### config.mk
export PLATFORM = sky130hd
export DESIGN_NAME = hldc_holdover_ctrl
export DESIGN_NICKNAME = d
export VERILOG_FILES = /design/src/rtl/hldc_pkg.sv /design/src/rtl/hldc_lock_detect.sv /design/src/rtl/hldc_dac_tracker.sv /design/src/rtl/hldc_holdover_ctrl.sv
export SDC_FILE = /design/constraint.sdc
export NUM_CORES = 1
export LEC_CHECK = 0
export BUFFER_PORTS_ARGS = -buffer_cell sky130_fd_sc_hd__buf_2
export CAP_MARGIN = 20
export CORE_UTILIZATION = 64
export CTS_BUF_LIST = sky130_fd_sc_hd__clkbuf_8
export CTS_CLUSTER_SIZE = 12
export DETAILED_ROUTE_END_ITERATION = 8
export PLACE_DENSITY = 0.86
export REMOVE_ABC_BUFFERS = 1
export SYNTH_ARGS = -nofsm -noshare
export SYNTH_HDL_FRONTEND = slang
export SYNTH_SLANG_ARGS = --single-unit
### constraint.sdc
create_clock -name sys_clk -period 9.1 [get_ports sys_clk]
set_input_delay 0.455 -clock sys_clk [delete_from_list [all_inputs] [get_ports sys_clk]]
set_output_delay 0.455 -clock sys_clk [all_outputs]
set_load 0.02 [all_outputs]
### src/rtl/hldc_pkg.sv
package hldc_pkg;
	// ****************************************
	// register byte offsets
	// ****************************************
	localparam logic [7:0] OFS_CTRL = 8'h00;
	localparam logic [7:0] OFS_DAC = 8'h04;
	localparam logic [7:0] OFS_TRIP = 8'h08;
	localparam logic [7:0] OFS_LOCK = 8'h0C;
	localparam logic [7:0] OFS_DIV1 = 8'h10;
	localparam logic [7:0] OFS_DIV2R = 8'h14;
	localparam logic [7:0] OFS_DIV2N = 8'h18;
	localparam logic [7:0] OFS_PIN = 8'h1C;
	localparam logic [7:0] OFS_STAT = 8'h20;
	// ****************************************
	// field positions
	// ****************************************
	localparam int CT_FORCE = 0;
	localparam int CT_MODE_LO = 1;
	localparam int CT_LOSS_OFF = 3;
	localparam int CT_RAIL_EN = 4;
	localparam int CT_TRACK = 5;
	localparam int CT_MANDAC = 6;
	localparam int CT_AUTOEXIT = 7;
	localparam int CT_DOUBLER = 8;
	localparam int CT_ZDELAY = 9;
	localparam int HI_LO = 16;
	localparam int PIN_HO_LO = 4;
	localparam int PIN_LVL_LD = 8;
	localparam int PIN_LVL_HO = 9;
	localparam int ST_HOLD = 0;
	localparam int ST_LD1 = 1;
	localparam int ST_LD2 = 2;
	localparam int ST_LOW = 3;
	localparam int ST_HIGH = 4;
	localparam int ST_RAIL = 5;
	localparam int ST_DLOCK = 6;
	// ****************************************
	// widths, limits, reset values
	// ****************************************
	localparam int DAC_W = 10;
	localparam int ERR_W = 16;
	localparam int DIV1_W = 14;
	localparam int DIV2R_W = 12;
	localparam int DIV2N_W = 18;
	localparam int PRE_W = 4;
	localparam logic [1:0] MODE_ENABLED = 2'h2;
	localparam logic [1:0] MODE_RESET = 2'h0;
	localparam logic [PRE_W-1:0] PRE_MIN = 4'h2;
	localparam logic [PRE_W-1:0] PRE_MAX = 4'h8;
	localparam logic [DAC_W-1:0] DAC_TOL = 10'h002;
	localparam logic [DAC_W-1:0] DAC_RESET = 10'h200;
	localparam logic [DAC_W-1:0] TRIP_LOW_RESET = 10'h000;
	localparam logic [DAC_W-1:0] TRIP_HIGH_RESET = 10'h3FF;
	localparam logic [ERR_W-1:0] WIN_RESET = 16'h0004;
	localparam logic [ERR_W-1:0] HOLD_CNT_RESET = 16'h0020;
	localparam logic [15:0] DAC_DIV_RESET = 16'h0001;
	localparam int PD1_MAX_MHZ = 40;
	localparam int DAC_STEP_UV = 3200;
	// ****************************************
	// status pin selections
	// ****************************************
	typedef enum logic [2:0] {
		SEL_LEVEL = 3'h0,
		SEL_LD1 = 3'h1,
		SEL_LD2 = 3'h2,
		SEL_LD_BOTH = 3'h3,
		SEL_HOLDOVER = 3'h4,
		SEL_RAIL = 3'h5,
		SEL_DAC_LOCKED = 3'h6
	} hldc_pin_sel_type;
	localparam logic [2:0] SEL_LD_RESET = 3'h1;
	localparam logic [2:0] SEL_HO_RESET = 3'h4;
	// ****************************************
	// holdover states
	// ****************************************
	typedef enum logic [1:0] {
		ST_RUN = 2'h0,
		ST_HOLDOVER = 2'h1
	} hldc_state_type;
endpackage

### src/rtl/hldc_lock_detect.sv
`timescale 1ns/1ps
module hldc_lock_detect #(
	parameter int ERR_W = 16
) (
	input wire logic sys_clk,
	input wire logic rst_b,
	input wire logic cmp_valid,
	input wire logic [ERR_W-1:0] phase_err,
	input wire logic [ERR_W-1:0] window,
	input wire logic [ERR_W-1:0] hold_count,
	output logic locked
);
	logic [ERR_W-1:0] count_ff;
	logic locked_ff;
	logic in_win;
	logic [ERR_W-1:0] nxt_count;

	assign in_win = phase_err < window;
	assign nxt_count = (count_ff == {ERR_W{1'b1}}) ? count_ff : count_ff + 1'b1;
	assign locked = locked_ff;

	always_ff @(posedge sys_clk) begin
		if (!rst_b) begin
			count_ff <= '0;
		end else if (cmp_valid) begin
			count_ff <= in_win ? nxt_count : '0;
		end
	end

	always_ff @(posedge sys_clk) begin
		if (!rst_b) begin
			locked_ff <= 1'b0;
		end else if (cmp_valid) begin
			if (!in_win) begin
				locked_ff <= 1'b0;
			end else if (nxt_count >= hold_count) begin
				locked_ff <= 1'b1;
			end
		end
	end
endmodule

### src/rtl/hldc_dac_tracker.sv
`timescale 1ns/1ps
module hldc_dac_tracker #(
	parameter int DAC_W = 10,
	parameter int DIV_W = 16
) (
	input wire logic sys_clk,
	input wire logic rst_b,
	input wire logic pd_strobe,
	input wire logic track_en,
	input wire logic freeze,
	input wire logic [DIV_W-1:0] clk_div,
	input wire logic [DAC_W-1:0] tune_code,
	input wire logic [DAC_W-1:0] tol,
	input wire logic [DAC_W-1:0] reset_code,
	output logic [DAC_W-1:0] dac_count,
	output logic dac_locked
);
	logic [DIV_W-1:0] div_ff;
	logic [DAC_W-1:0] count_ff;
	logic tick;
	logic [DAC_W-1:0] diff;

	assign tick = pd_strobe && (div_ff + 1'b1 >= clk_div);
	assign diff = (tune_code > count_ff) ? tune_code - count_ff : count_ff - tune_code;
	assign dac_count = count_ff;
	assign dac_locked = track_en && (diff <= tol);

	// update tick at the phase detector rate over the divider
	always_ff @(posedge sys_clk) begin
		if (!rst_b) begin
			div_ff <= '0;
		end else if (pd_strobe) begin
			div_ff <= tick ? '0 : div_ff + 1'b1;
		end
	end

	// one code step per tick keeps the count within tolerance once acquired
	always_ff @(posedge sys_clk) begin
		if (!rst_b) begin
			count_ff <= reset_code;
		end else if (tick && track_en && !freeze) begin
			if (tune_code > count_ff) begin
				count_ff <= count_ff + 1'b1;
			end else if (tune_code < count_ff) begin
				count_ff <= count_ff - 1'b1;
			end
		end
	end
endmodule

### src/rtl/hldc_holdover_ctrl.sv
// Implementation choices: the register offsets and the AHB-Lite interface to the registers.
`timescale 1ns/1ps
module hldc_holdover_ctrl (
	input wire logic sys_clk,
	input wire logic rst_b,
	input wire logic [31:0] haddr,
	input wire logic [1:0] htrans,
	input wire logic hwrite,
	input wire logic [2:0] hsize,
	input wire logic [31:0] hwdata,
	input wire logic hsel,
	input wire logic hready,
	output logic [31:0] hrdata,
	output logic hreadyout,
	output logic hresp,
	input wire logic pd1_valid,
	input wire logic [hldc_pkg::ERR_W-1:0] pd1_phase_err,
	input wire logic pd2_valid,
	input wire logic [hldc_pkg::ERR_W-1:0] pd2_phase_err,
	input wire logic [hldc_pkg::DAC_W-1:0] tune_code,
	output logic loop1_cp_tristate,
	output logic [hldc_pkg::DAC_W-1:0] loop1_tune_node,
	output logic holdover,
	output logic loop1_lock_flag,
	output logic loop2_lock_flag,
	output logic lock_status_pin,
	output logic holdover_status_pin,
	output logic loop2_ref_doubler_en,
	output logic loop1_fb_from_mux,
	output logic [hldc_pkg::DIV1_W-1:0] loop1_r_div,
	output logic [hldc_pkg::DIV1_W-1:0] loop1_n_div,
	output logic [hldc_pkg::DIV2R_W-1:0] loop2_r_div,
	output logic [hldc_pkg::DIV2N_W-1:0] loop2_n_div,
	output logic [hldc_pkg::PRE_W-1:0] loop2_prescale
);
	localparam int DW = hldc_pkg::DAC_W;
	localparam int EW = hldc_pkg::ERR_W;

	// ****************************************
	// register storage
	// ****************************************
	logic force_holdover_ff;
	logic [1:0] holdover_mode_ff;
	logic loop1_lockloss_detect_off_ff;
	logic tune_rail_detect_en_ff;
	logic track_en_ff;
	logic manual_dac_en_ff;
	logic auto_exit_en_ff;
	logic doubler_ff;
	logic zero_delay_ff;
	logic [DW-1:0] manual_dac_value_ff;
	logic [DW-1:0] dac_lower_trip_ff;
	logic [DW-1:0] dac_upper_trip_ff;
	logic [EW-1:0] loop1_lock_window_ff;
	logic [EW-1:0] lock_hold_count_ff;
	logic [hldc_pkg::DIV1_W-1:0] div1_r_ff;
	logic [hldc_pkg::DIV1_W-1:0] div1_n_ff;
	logic [hldc_pkg::DIV2R_W-1:0] div2_r_ff;
	logic [hldc_pkg::PRE_W-1:0] prescale_ff;
	logic [hldc_pkg::DIV2N_W-1:0] div2_n_ff;
	logic [15:0] dac_clk_div_ff;
	logic [2:0] lock_pin_select_ff;
	logic [2:0] ho_pin_select_ff;
	logic lock_pin_level_ff;
	logic ho_pin_level_ff;

	// ****************************************
	// bus slave
	// ****************************************
	logic wr_pend_ff;
	logic [7:0] wr_addr_ff;
	logic [31:0] hrdata_ff;
	logic [31:0] rd_word;
	logic addr_take;
	logic [31:0] stat_word;

	assign addr_take = hsel && hready && htrans[1];
	assign hrdata = hrdata_ff;
	assign hreadyout = 1'b1;
	assign hresp = 1'b0;

	always_ff @(posedge sys_clk) begin
		if (!rst_b) begin
			wr_pend_ff <= 1'b0;
			wr_addr_ff <= 8'h00;
		end else begin
			wr_pend_ff <= addr_take && hwrite && (haddr[31:8] == 24'h000000);
			wr_addr_ff <= haddr[7:0];
		end
	end

	always_comb begin
		rd_word = 32'h00000000;
		if (haddr[31:8] == 24'h000000) begin
			unique case (haddr[7:0])
				hldc_pkg::OFS_CTRL: begin
					rd_word[hldc_pkg::CT_FORCE] = force_holdover_ff;
					rd_word[hldc_pkg::CT_MODE_LO +: 2] = holdover_mode_ff;
					rd_word[hldc_pkg::CT_LOSS_OFF] = loop1_lockloss_detect_off_ff;
					rd_word[hldc_pkg::CT_RAIL_EN] = tune_rail_detect_en_ff;
					rd_word[hldc_pkg::CT_TRACK] = track_en_ff;
					rd_word[hldc_pkg::CT_MANDAC] = manual_dac_en_ff;
					rd_word[hldc_pkg::CT_AUTOEXIT] = auto_exit_en_ff;
					rd_word[hldc_pkg::CT_DOUBLER] = doubler_ff;
					rd_word[hldc_pkg::CT_ZDELAY] = zero_delay_ff;
				end
				hldc_pkg::OFS_DAC: begin
					rd_word[DW-1:0] = manual_dac_value_ff;
					rd_word[hldc_pkg::HI_LO +: 16] = dac_clk_div_ff;
				end
				hldc_pkg::OFS_TRIP: begin
					rd_word[DW-1:0] = dac_lower_trip_ff;
					rd_word[hldc_pkg::HI_LO +: DW] = dac_upper_trip_ff;
				end
				hldc_pkg::OFS_LOCK: begin
					rd_word[EW-1:0] = loop1_lock_window_ff;
					rd_word[hldc_pkg::HI_LO +: EW] = lock_hold_count_ff;
				end
				hldc_pkg::OFS_DIV1: begin
					rd_word[hldc_pkg::DIV1_W-1:0] = div1_r_ff;
					rd_word[hldc_pkg::HI_LO +: hldc_pkg::DIV1_W] = div1_n_ff;
				end
				hldc_pkg::OFS_DIV2R: begin
					rd_word[hldc_pkg::DIV2R_W-1:0] = div2_r_ff;
					rd_word[hldc_pkg::HI_LO +: hldc_pkg::PRE_W] = prescale_ff;
				end
				hldc_pkg::OFS_DIV2N: rd_word[hldc_pkg::DIV2N_W-1:0] = div2_n_ff;
				hldc_pkg::OFS_PIN: begin
					rd_word[2:0] = lock_pin_select_ff;
					rd_word[hldc_pkg::PIN_HO_LO +: 3] = ho_pin_select_ff;
					rd_word[hldc_pkg::PIN_LVL_LD] = lock_pin_level_ff;
					rd_word[hldc_pkg::PIN_LVL_HO] = ho_pin_level_ff;
				end
				hldc_pkg::OFS_STAT: rd_word = stat_word;
				default: rd_word = 32'h00000000;
			endcase
		end
	end

	always_ff @(posedge sys_clk) begin
		if (!rst_b) begin
			hrdata_ff <= 32'h00000000;
		end else if (addr_take && !hwrite) begin
			hrdata_ff <= rd_word;
		end
	end

	always_ff @(posedge sys_clk) begin
		if (!rst_b) begin
			force_holdover_ff <= 1'b0;
			holdover_mode_ff <= hldc_pkg::MODE_RESET;
			loop1_lockloss_detect_off_ff <= 1'b0;
			tune_rail_detect_en_ff <= 1'b0;
			track_en_ff <= 1'b0;
			manual_dac_en_ff <= 1'b0;
			auto_exit_en_ff <= 1'b0;
			doubler_ff <= 1'b0;
			zero_delay_ff <= 1'b0;
			manual_dac_value_ff <= hldc_pkg::DAC_RESET;
			dac_clk_div_ff <= hldc_pkg::DAC_DIV_RESET;
			dac_lower_trip_ff <= hldc_pkg::TRIP_LOW_RESET;
			dac_upper_trip_ff <= hldc_pkg::TRIP_HIGH_RESET;
			loop1_lock_window_ff <= hldc_pkg::WIN_RESET;
			lock_hold_count_ff <= hldc_pkg::HOLD_CNT_RESET;
			div1_r_ff <= '0;
			div1_n_ff <= '0;
			div2_r_ff <= '0;
			prescale_ff <= hldc_pkg::PRE_MIN;
			div2_n_ff <= '0;
			lock_pin_select_ff <= hldc_pkg::SEL_LD_RESET;
			ho_pin_select_ff <= hldc_pkg::SEL_HO_RESET;
			lock_pin_level_ff <= 1'b0;
			ho_pin_level_ff <= 1'b0;
		end else if (wr_pend_ff) begin
			unique case (wr_addr_ff)
				hldc_pkg::OFS_CTRL: begin
					force_holdover_ff <= hwdata[hldc_pkg::CT_FORCE];
					holdover_mode_ff <= hwdata[hldc_pkg::CT_MODE_LO +: 2];
					loop1_lockloss_detect_off_ff <= hwdata[hldc_pkg::CT_LOSS_OFF];
					tune_rail_detect_en_ff <= hwdata[hldc_pkg::CT_RAIL_EN];
					track_en_ff <= hwdata[hldc_pkg::CT_TRACK];
					manual_dac_en_ff <= hwdata[hldc_pkg::CT_MANDAC];
					auto_exit_en_ff <= hwdata[hldc_pkg::CT_AUTOEXIT];
					doubler_ff <= hwdata[hldc_pkg::CT_DOUBLER];
					zero_delay_ff <= hwdata[hldc_pkg::CT_ZDELAY];
				end
				hldc_pkg::OFS_DAC: begin
					manual_dac_value_ff <= hwdata[DW-1:0];
					dac_clk_div_ff <= hwdata[hldc_pkg::HI_LO +: 16];
				end
				hldc_pkg::OFS_TRIP: begin
					dac_lower_trip_ff <= hwdata[DW-1:0];
					dac_upper_trip_ff <= hwdata[hldc_pkg::HI_LO +: DW];
				end
				hldc_pkg::OFS_LOCK: begin
					loop1_lock_window_ff <= hwdata[EW-1:0];
					lock_hold_count_ff <= hwdata[hldc_pkg::HI_LO +: EW];
				end
				hldc_pkg::OFS_DIV1: begin
					div1_r_ff <= hwdata[hldc_pkg::DIV1_W-1:0];
					div1_n_ff <= hwdata[hldc_pkg::HI_LO +: hldc_pkg::DIV1_W];
				end
				hldc_pkg::OFS_DIV2R: begin
					div2_r_ff <= hwdata[hldc_pkg::DIV2R_W-1:0];
					prescale_ff <= hwdata[hldc_pkg::HI_LO +: hldc_pkg::PRE_W];
				end
				hldc_pkg::OFS_DIV2N: div2_n_ff <= hwdata[hldc_pkg::DIV2N_W-1:0];
				hldc_pkg::OFS_PIN: begin
					lock_pin_select_ff <= hwdata[2:0];
					ho_pin_select_ff <= hwdata[hldc_pkg::PIN_HO_LO +: 3];
					lock_pin_level_ff <= hwdata[hldc_pkg::PIN_LVL_LD];
					ho_pin_level_ff <= hwdata[hldc_pkg::PIN_LVL_HO];
				end
				default: begin
				end
			endcase
		end
	end

	// ****************************************
	// lock detectors and dac tracking
	// ****************************************
	logic ld1_raw;
	logic ld2_raw;
	logic [DW-1:0] dac_count;
	logic dac_locked;
	logic dac_low;
	logic dac_high;
	logic dac_rail;
	logic ld1_prev_ff;
	hldc_pkg::hldc_state_type state_ff;
	hldc_pkg::hldc_state_type nxt_state;

	// loop one detector keeps comparing during holdover
	hldc_lock_detect #(.ERR_W(EW)) u_ld1 (
		.sys_clk(sys_clk),
		.rst_b(rst_b),
		.cmp_valid(pd1_valid),
		.phase_err(pd1_phase_err),
		.window(loop1_lock_window_ff),
		.hold_count(lock_hold_count_ff),
		.locked(ld1_raw)
	);

	hldc_lock_detect #(.ERR_W(EW)) u_ld2 (
		.sys_clk(sys_clk),
		.rst_b(rst_b),
		.cmp_valid(pd2_valid),
		.phase_err(pd2_phase_err),
		.window(loop1_lock_window_ff),
		.hold_count(lock_hold_count_ff),
		.locked(ld2_raw)
	);

	hldc_dac_tracker #(.DAC_W(DW), .DIV_W(16)) u_track (
		.sys_clk(sys_clk),
		.rst_b(rst_b),
		.pd_strobe(pd1_valid),
		.track_en(track_en_ff),
		.freeze(state_ff == hldc_pkg::ST_HOLDOVER),
		.clk_div(dac_clk_div_ff),
		.tune_code(tune_code),
		.tol(hldc_pkg::DAC_TOL),
		.reset_code(hldc_pkg::DAC_RESET),
		.dac_count(dac_count),
		.dac_locked(dac_locked)
	);

	assign dac_low = tune_code < dac_lower_trip_ff;
	assign dac_high = tune_code > dac_upper_trip_ff;
	assign dac_rail = dac_low || dac_high;

	// ****************************************
	// holdover state machine
	// ****************************************
	logic mode_on;
	logic lock_lost;
	logic rail_trip;
	logic enter;
	logic leave;

	assign mode_on = holdover_mode_ff == hldc_pkg::MODE_ENABLED;
	assign lock_lost = ld1_prev_ff && !ld1_raw && !loop1_lockloss_detect_off_ff;
	assign rail_trip = tune_rail_detect_en_ff && track_en_ff && dac_rail;
	assign enter = force_holdover_ff || (mode_on && (lock_lost || rail_trip));
	assign leave = !force_holdover_ff && (!mode_on || (auto_exit_en_ff && ld1_raw));

	always_ff @(posedge sys_clk) begin
		if (!rst_b) begin
			ld1_prev_ff <= 1'b0;
		end else begin
			ld1_prev_ff <= ld1_raw;
		end
	end

	always_comb begin
		nxt_state = state_ff;
		unique case (state_ff)
			hldc_pkg::ST_RUN: if (enter) nxt_state = hldc_pkg::ST_HOLDOVER;
			hldc_pkg::ST_HOLDOVER: if (leave) nxt_state = hldc_pkg::ST_RUN;
			default: nxt_state = hldc_pkg::ST_RUN;
		endcase
	end

	always_ff @(posedge sys_clk) begin
		if (!rst_b) begin
			state_ff <= hldc_pkg::ST_RUN;
		end else begin
			state_ff <= nxt_state;
		end
	end

	// ****************************************
	// registered outputs
	// ****************************************
	logic hold_nxt;
	logic ld2_keep_ff;
	logic ld2_keep_src;
	logic ld1_out_nxt;
	logic ld2_out_nxt;
	logic [DW-1:0] dac_nxt;
	logic holdover_ff;
	logic ld1_out_ff;
	logic ld2_out_ff;
	logic [DW-1:0] dac_out_ff;
	logic lock_pin_ff;
	logic ho_pin_ff;
	logic cfg_dbl_ff;
	logic cfg_fb_ff;
	logic [hldc_pkg::PRE_W-1:0] pre_ff;

	function automatic logic pin_mux(input logic [2:0] sel, input logic lvl, input logic l1,
		input logic l2, input logic ho, input logic rail, input logic dlk);
		logic r;
		r = lvl;
		unique case (sel)
			hldc_pkg::SEL_LEVEL: r = lvl;
			hldc_pkg::SEL_LD1: r = l1;
			hldc_pkg::SEL_LD2: r = l2;
			hldc_pkg::SEL_LD_BOTH: r = l1 && l2;
			hldc_pkg::SEL_HOLDOVER: r = ho;
			hldc_pkg::SEL_RAIL: r = rail;
			hldc_pkg::SEL_DAC_LOCKED: r = dlk;
			default: r = 1'b0;
		endcase
		return r;
	endfunction

	assign hold_nxt = nxt_state == hldc_pkg::ST_HOLDOVER;
	assign ld1_out_nxt = ld1_raw && !hold_nxt;
	assign ld2_keep_src = (state_ff == hldc_pkg::ST_RUN) ? ld2_raw : ld2_keep_ff;
	assign ld2_out_nxt = ld2_raw || (hold_nxt && ld2_keep_src);
	always_comb begin
		if (hold_nxt) begin
			dac_nxt = manual_dac_en_ff ? manual_dac_value_ff : dac_count;
		end else begin
			dac_nxt = track_en_ff ? dac_count : manual_dac_value_ff;
		end
	end

	// loop two lock latched on the clock of entry
	always_ff @(posedge sys_clk) begin
		if (!rst_b) begin
			ld2_keep_ff <= 1'b0;
		end else if (state_ff == hldc_pkg::ST_RUN) begin
			ld2_keep_ff <= ld2_raw;
		end
	end

	always_ff @(posedge sys_clk) begin
		if (!rst_b) begin
			holdover_ff <= 1'b0;
			ld1_out_ff <= 1'b0;
			ld2_out_ff <= 1'b0;
			dac_out_ff <= hldc_pkg::DAC_RESET;
		end else begin
			holdover_ff <= hold_nxt;
			ld1_out_ff <= ld1_out_nxt;
			ld2_out_ff <= ld2_out_nxt;
			dac_out_ff <= dac_nxt;
		end
	end

	always_ff @(posedge sys_clk) begin
		if (!rst_b) begin
			lock_pin_ff <= 1'b0;
			ho_pin_ff <= 1'b0;
		end else begin
			lock_pin_ff <= pin_mux(lock_pin_select_ff, lock_pin_level_ff, ld1_out_nxt,
				ld2_out_nxt, hold_nxt, dac_rail, dac_locked);
			ho_pin_ff <= pin_mux(ho_pin_select_ff, ho_pin_level_ff, ld1_out_nxt,
				ld2_out_nxt, hold_nxt, dac_rail, dac_locked);
		end
	end

	always_ff @(posedge sys_clk) begin
		if (!rst_b) begin
			cfg_dbl_ff <= 1'b0;
			cfg_fb_ff <= 1'b0;
			pre_ff <= hldc_pkg::PRE_MIN;
		end else begin
			cfg_dbl_ff <= doubler_ff;
			cfg_fb_ff <= zero_delay_ff;
			if (prescale_ff < hldc_pkg::PRE_MIN) begin
				pre_ff <= hldc_pkg::PRE_MIN;
			end else if (prescale_ff > hldc_pkg::PRE_MAX) begin
				pre_ff <= hldc_pkg::PRE_MAX;
			end else begin
				pre_ff <= prescale_ff;
			end
		end
	end

	always_comb begin
		stat_word = 32'h00000000;
		stat_word[hldc_pkg::ST_HOLD] = holdover_ff;
		stat_word[hldc_pkg::ST_LD1] = ld1_out_ff;
		stat_word[hldc_pkg::ST_LD2] = ld2_out_ff;
		stat_word[hldc_pkg::ST_LOW] = dac_low;
		stat_word[hldc_pkg::ST_HIGH] = dac_high;
		stat_word[hldc_pkg::ST_RAIL] = dac_rail;
		stat_word[hldc_pkg::ST_DLOCK] = dac_locked;
		stat_word[hldc_pkg::HI_LO +: DW] = dac_count;
	end

	assign holdover = holdover_ff;
	assign loop1_cp_tristate = holdover_ff;
	assign loop1_lock_flag = ld1_out_ff;
	assign loop2_lock_flag = ld2_out_ff;
	assign loop1_tune_node = dac_out_ff;
	assign lock_status_pin = lock_pin_ff;
	assign holdover_status_pin = ho_pin_ff;
	assign loop2_ref_doubler_en = cfg_dbl_ff;
	assign loop1_fb_from_mux = cfg_fb_ff;
	assign loop1_r_div = div1_r_ff;
	assign loop1_n_div = div1_n_ff;
	assign loop2_r_div = div2_r_ff;
	assign loop2_n_div = div2_n_ff;
	assign loop2_prescale = pre_ff;
endmodule

==> Word-level counts from Yosys, hierarchy flattened <==
Index checks and enable logic that the tools add are counted.
{ "word_totals": {"register_bits": 284, "inputBits": 118, "output_inout_bits": 114, "word_cells": 187} }
{ "op_classes": {"addsub": 7, "order_cmp": 12, "eq_ne": 34, "muxes": 36, "n_bitwise": 1, "reduce_logical": 51} }
{ "ops": {"columns": ["op", "n"], "rows": [
  ["$mux W16", 5],
  ["$eq A8 B5 Y1 const B", 8],
  ["$mux W10", 6],
  ["$pmux W3 S9", 2],
  ["$add A16 B1 Y16 const B", 3],
  ["$ge A16 B16 Y1", 3],
  ["$eq A16 B16 Y1 const B", 2],
  ["$eq A8 B4 Y1 const B", 4],
  ["$lt A16 B16 Y1", 2],
  ["$mux W32", 1],
  ["$pmux W6 S5", 1],
  ["$logic_not A24 Y1", 1],
  ["$reduce_and A2 Y1", 11],
  ["$pmux W1 S7", 3],
  ["$gt A10 B10 Y1", 2],
  ["$lt A10 B10 Y1", 2],
  ["$sub A10 B10 Y10", 2],
  ["$logic_and A1 B1 Y1", 19],
  ["$eq A3 B3 Y1 const B", 6],
  ["$eq A8 B3 Y1 const B", 2],
  ["$logic_not A8 Y1", 2],
  ["$pmux W2 S8", 1],
  ["$pmux W2 S7", 1],
  ["$eq A3 B2 Y1 const B", 4],
  ["other kinds (27)", 48]
]} }

==> Longest topological paths before layout <==
{ "logic_depth": {"depth_word": 13, "mapped_depth": 17, "mapped_depth_nobuf": 17} }

==> Modules after synthesis <==
From an unflattened synthesis, not the netlist that was laid out.
{ "unflattened": {"cells_unflattened": 2104, "area_unflattened_um2": 16565.9} }
{ "by_module_without_submodules": {"columns": ["module", "instances", "cells_each", "area_per_inst_um2", "seq_area_each_um2"], "rows": [
  ["hldc_holdover_ctrl", 1, 1235, 9655.5, 4484.3],
  ["hldc_dac_tracker", 1, 380, 3150.5, 620.6],
  ["hldc_lock_detect (u_ld1)", 1, 244, 1913.1, 340.3],
  ["hldc_lock_detect (u_ld2)", 1, 245, 1846.8, 340.3]
]} }

==> Worst setup path after synthesis <==
OpenSTA, ideal clock, no wires.
{ "synth_timing": {"kind": "input port to flip-flop", "from": "input port tune_code[0] (netlist bit)", "to": "register u_track.count_ff[9], in the netlist u_track.dac_count[9]", "setup_ns": 0.063, "arrival_ns": 3.766, "required_time_ns": 9.037, "slack_ns": 5.272, "stages": 17, "path_buffers": 0, "cell_sequence": "inv_1 ha_1 inv_1 fa_1 a21oi_1 o211a_1 o21ai_0 nand2_1 ha_1 a21o_1 a21oi_1 o21ai_0 o41ai_1 o21ai_0 xnor2_1 or4_1 nand3_1"} }
{ "synth_between": {"elab_chain_len": 3, "word_cells_on_any_way": 5, "classes_between": "2 x order compare; 1 x mux; 2 x reduce/logical"} }
{ "synth_lines": {"columns": ["item", "line", "rtl"], "rows": [
  ["from (decl)", "hldc_holdover_ctrl.sv:20", "input wire logic [hldc_pkg::DAC_W-1:0] tune_code,"],
  ["$lt A10 B10 Y1 or $gt A10 B10 Y1 (tied branches)", "hldc_dac_tracker.sv:44, hldc_dac_tracker.sv:42", null],
  ["$reduce_bool A2 Y1 (no line)", null, null],
  ["$reduce_and A2 Y1 (no line)", null, null],
  ["to (signal assigned)", "hldc_dac_tracker.sv:40", "count_ff <= reset_code;"],
  ["to (signal assigned)", "hldc_dac_tracker.sv:43", "count_ff <= count_ff + 1'b1;"],
  ["to (signal assigned)", "hldc_dac_tracker.sv:45", "count_ff <= count_ff - 1'b1;"],
  ["to (decl)", "hldc_dac_tracker.sv:19", "logic [DAC_W-1:0] count_ff;"]
]} }
Several ways; a longest one is shown, not always the timed one.
A chain may end at the register's enable or synchronous reset.

==> Final worst setup path <==
{ "layout_timing": {"from": "register u_track.count_ff[0], in the netlist u_track.dac_count[0]", "to": "register u_track.count_ff[9], in the netlist u_track.dac_count[9]"} }
{ "layout_between": {"elab_chain_len": 3, "word_cells_on_any_way": 8, "classes_between": "2 x add/sub; 2 x order compare; 2 x mux; 2 x reduce/logical"} }
{ "layout_lines": {"columns": ["item", "line"], "rows": [
  ["$sub A10 B1 Y10, or another cell as far along", "hldc_dac_tracker.sv:45"],
  ["$mux W10 or $reduce_bool A2 Y1 (tied branches)", null],
  ["$mux W10 or $reduce_and A2 Y1 (tied branches)", null]
]} }
Several ways; a longest one is shown, not always the timed one. The select of a mux whose other input is x is not followed.

==> impl_metrics.toml <==
[synth]
synth_edf_count = 0
ys_seq_area_frac = 0.3595
synth_warnings = 0
synth.top_cell.area_share = 0.3595
netlist-cell-type-count = 70
synth_area_leaders = "dfxtp_1, ha_1, nand2_1, a21oi_1, mux2i_1"
netlist_instances = 1977
synth_flop_cell = "dfxtp_1"
synthArstFlopShare = 0
synth.ff_latch_count = 284
syn-cell-area_um2 = 15810
syn-mean-instance-area_um2 = 7.999
yosys.area.top_type = "dfxtp_1"

[worst_hold_path]
hp-class = "in2reg"
holdPathStages = 2
min_from = "haddr[1]"

[sta]
tightest_slew_ns = 1.175
fmax_mhz = 211.7
finalHoldViolCount = 0
slew_violations = 0
clock_skew_ns = 0.03453
fin_setup_tns_ns = 0
rsz0062_at_grt = "no"
fin_ws_ns = 4.376
layout_worst_path_cycle_share = 0.5191
min_period_ns = 4.724
setup_viol = 0
slew_headroom = 0.2169

[final_layout]
antennaDiodeCount = 0
fin_nets = 2404
fillers = 1874
final_layout_size_suffix_gt1_frac = 0.1554
multi_input_area_um2 = 9285
area.growth.synth_to_final_pct = 14.40
ff_latch_area_um2 = 5685

[clock_network]
cts_sinks = 284
clkLatencyLatePin_ns = 0.60
cts_tree = "done"
cts_buffer_depth = 3
cts_max_level = 2
cts_root_buf = "clkbuf_8"
post_cts_buffers = 0
cts_resized = 0
clkTransAtPathRegs_ns = 0.07
holdBufCountCts = 0
cts_made_buffers = 47

[floorplan]
initial_core_util = 0.6522
coreArea_um2 = 24250
die_area_um2 = 25340
rows = 57
pin_count = 232
die_w_um = 159.2
die_h_um = 159.2

[detailed_routing]
detail-route-antenna-nets = 0
drc = 2
drt_pre_antenna_iters = 9
vias = 15969
drt_iter0_drc = 2223
routed_via_density = 6.339
drt-total-wl_mm = 50.96
wl_per_cell_um = 20.23

[setup_path]
cp.required_ns = 9.60
rr_endpoint = "u_track.dac_count[9]$_SDFFE_PN1P_"
path_class = "reg2reg"
worst_setup_path_start_kind = "flop"
r2r_slack_ns = 4.38
cp-endpoint = "u_track.dac_count[9]$_SDFFE_PN1P_"
startpoint = "u_track.dac_count[0]$_SDFFE_PN0P_"
cp_max_fo = 12
endpoint_kind = "flop"
r2r-start = "u_track.dac_count[0]$_SDFFE_PN0P_"
r2r_cells = 16
crit_arrival_ns = 5.23

[job]
max_cap_violations = 0

[global_route]
gr-total-overflow = 0
grt_pass1_wl_mm = 79.34
grt_use_total = 0.3911
grt_max_degree = 125
grt_pass1_vias = 15134
antenna_found_initial = 2

[power]
finalPower_uw = 2650
vdd_drop_max_uv = 197.1
p_per_area_nw_per_um2 = 146.5
p_leak_uw = 0.007581

[placement]
gp_congestion = 0.9678
io_buffer_count = 225
dpl.hpwl_mm = 35.54
pre_cts_ws_ns = 4.435

[outcome]
run_status = "finished, violations left"
violations = "design-rule violations"
## worst min path at each step
stage,to,slack (ns)
after floorplan,prescale_ff[0]$_SDFFE_PN0P_,0.44
after global placement,hrdata[5]$_SDFFE_PN0P_,0.44
after detailed placement,hrdata[5]$_SDFFE_PN0P_,0.46
after CTS,wr_addr_ff[1]$_SDFF_PN0_,0.1
after global routing,wr_addr_ff[0]$_SDFF_PN0_,0.12
final,wr_addr_ff[1]$_SDFF_PN0_,0.10
## cells by family after synthesis
| kind of cell | after synthesis | synth area share |
|---|---|---|
| xor gates and xnor gates | 80 | 0.04431 |
| buffers and inverters | 219 | 0.05428 |
| DFF | 284 | 0.3595 |
| muxes | 85 | 0.05420 |
| and+or+nand+nor | 743 | 0.2117 |
| other | 2 | 0.0004749 |
| adders and majority gates | 130 | 0.1043 |
| AOI/OAI and AO/OA | 434 | 0.1712 |
## cell usage after synthesis, drive strengths merged, types with 3 or more instances
cell     instances
nand2b          18
nand3           47
o21a             4
xnor2           38
a221oi          15
a32o             3
mux2i           80
and2            22
a22oi           28
nor2b           17
and3            32
and4            11
a211oi           8
or4              6
a31oi           13
xor2            42
nand4           22
o211ai          15
a21o            23
or3             11
a221o            5
o221ai           3
fa               3
nor2           181
buf             23
nor3            18
o31ai            6
dfxtp          284
a222oi          13
mux2             5
o21ai           69
a311oi           3
o22ai            3
or2              5
nand3b           3
clkbuf          92
nand2          328
o2111ai          6
ha             127
a21oi          196
o21bai           3
a22o             3
nor4            15
inv            103
a211o            3
## critical path, cell delays in order, from the launching register on
cell	delay, ns
dfxtp_1	0.67
ha_1	0.27
inv_1	0.06
fa_1	0.41
a21oi_1	0.16
o211a_1	0.22
o21ai_0	0.13
nand2_1	0.46
ha_1	0.35
a21o_1	0.18
a21oi_1	0.23
o21ai_0	0.17
o41ai_1	0.46
o21ai_0	0.22
xnor2_1	0.17
or4_1	0.41
nand3_1	0.09
## placed cells by master, fill, tap and decap left out, types with 14 or more instances in the layout
master    count
nand2_1     328
o21ai_0      66
buf_4        18
nand2b_1     18
nand4_1      22
inv_1       112
dfxtp_1     284
nor2_1      181
buf_2       225
and3_1       32
nor4_1       15
mux2i_1      80
a21oi_1     196
and2_1       22
xnor2_1      38
a22oi_1      28
nor2b_1      17
nand3_1      47
clkbuf_8     61
a221oi_1     14
o211ai_1     15
a21o_1       22
nor3_1       17
xor2_1       42
ha_1        127
## power by group
part | internal, uW | switching [uW] | total, uW | leakage (uW)
Clock | 666 | 550 | 1220 | 0.000577
Combinational | 65.5 | 116 | 181 | 0.00471
Sequential | 1250 | 5.38 | 1250 | 0.00229
## per-layer routing
layer	wire, um	GRT usage	up-vias	share of wire
li1	-	-	7226	-
met1	19590	0.5059	7416	0.38
met2	22520	0.6178	1076	0.44
met3	5867	0.07294	247	0.12
met4	2950	0.2146	4	0.058
met5	31	0	-	0.00061
## registers in the layout, summed over array words and instances (netlist names), 4 cells and up
| name | cells |
|---|---|
| dac_upper_trip_ff | 10 |
| loop1_tune_node | 10 |
| wr_addr_ff | 8 |
| loop2_n_div | 18 |
| dac_clk_div_ff | 16 |
| loop1_lock_window_ff | 16 |
| loop2_prescale | 4 |
| hrdata | 32 |
| u_ld2.count_ff | 16 |
| dac_lower_trip_ff | 10 |
| u_ld1.count_ff | 16 |
| loop2_r_div | 12 |
| u_track.dac_count | 10 |
| loop1_n_div | 14 |
| prescale_ff | 4 |
| manual_dac_value_ff | 10 |
| u_track.div_ff | 16 |
| lock_hold_count_ff | 16 |
| loop1_r_div | 14 |
## area by class of cell
type / instances / area share
tap: 324 / 0.02241
clock buffer: 61 / 0.04641
sequential: 284 / 0.3143
clock inverter: 27 / 0.01058
inverter: 104 / 0.02185
multi-input combinational: 1475 / 0.5132
timing repair buffer: 244 / 0.07124
## through the flow
step / hold slack [ns] / cell area [um2] / utilization / cells
2_1_floorplan: 0.4442 / 15350 / - / 1863
3_3_place_gp: 0.4410 / 17030 / 0.7024 / 2430
3_5_place_dp: 0.4571 / 17030 / 0.7024 / 2430
4_1_cts: 0.09954 / 18060 / 0.7449 / 2518
5_1_grt: 0.1189 / 18090 / 0.7461 / 2519
6_report: 0.1038 / 18090 / 0.7461 / 2519
(Power assumes the default switching activity.)
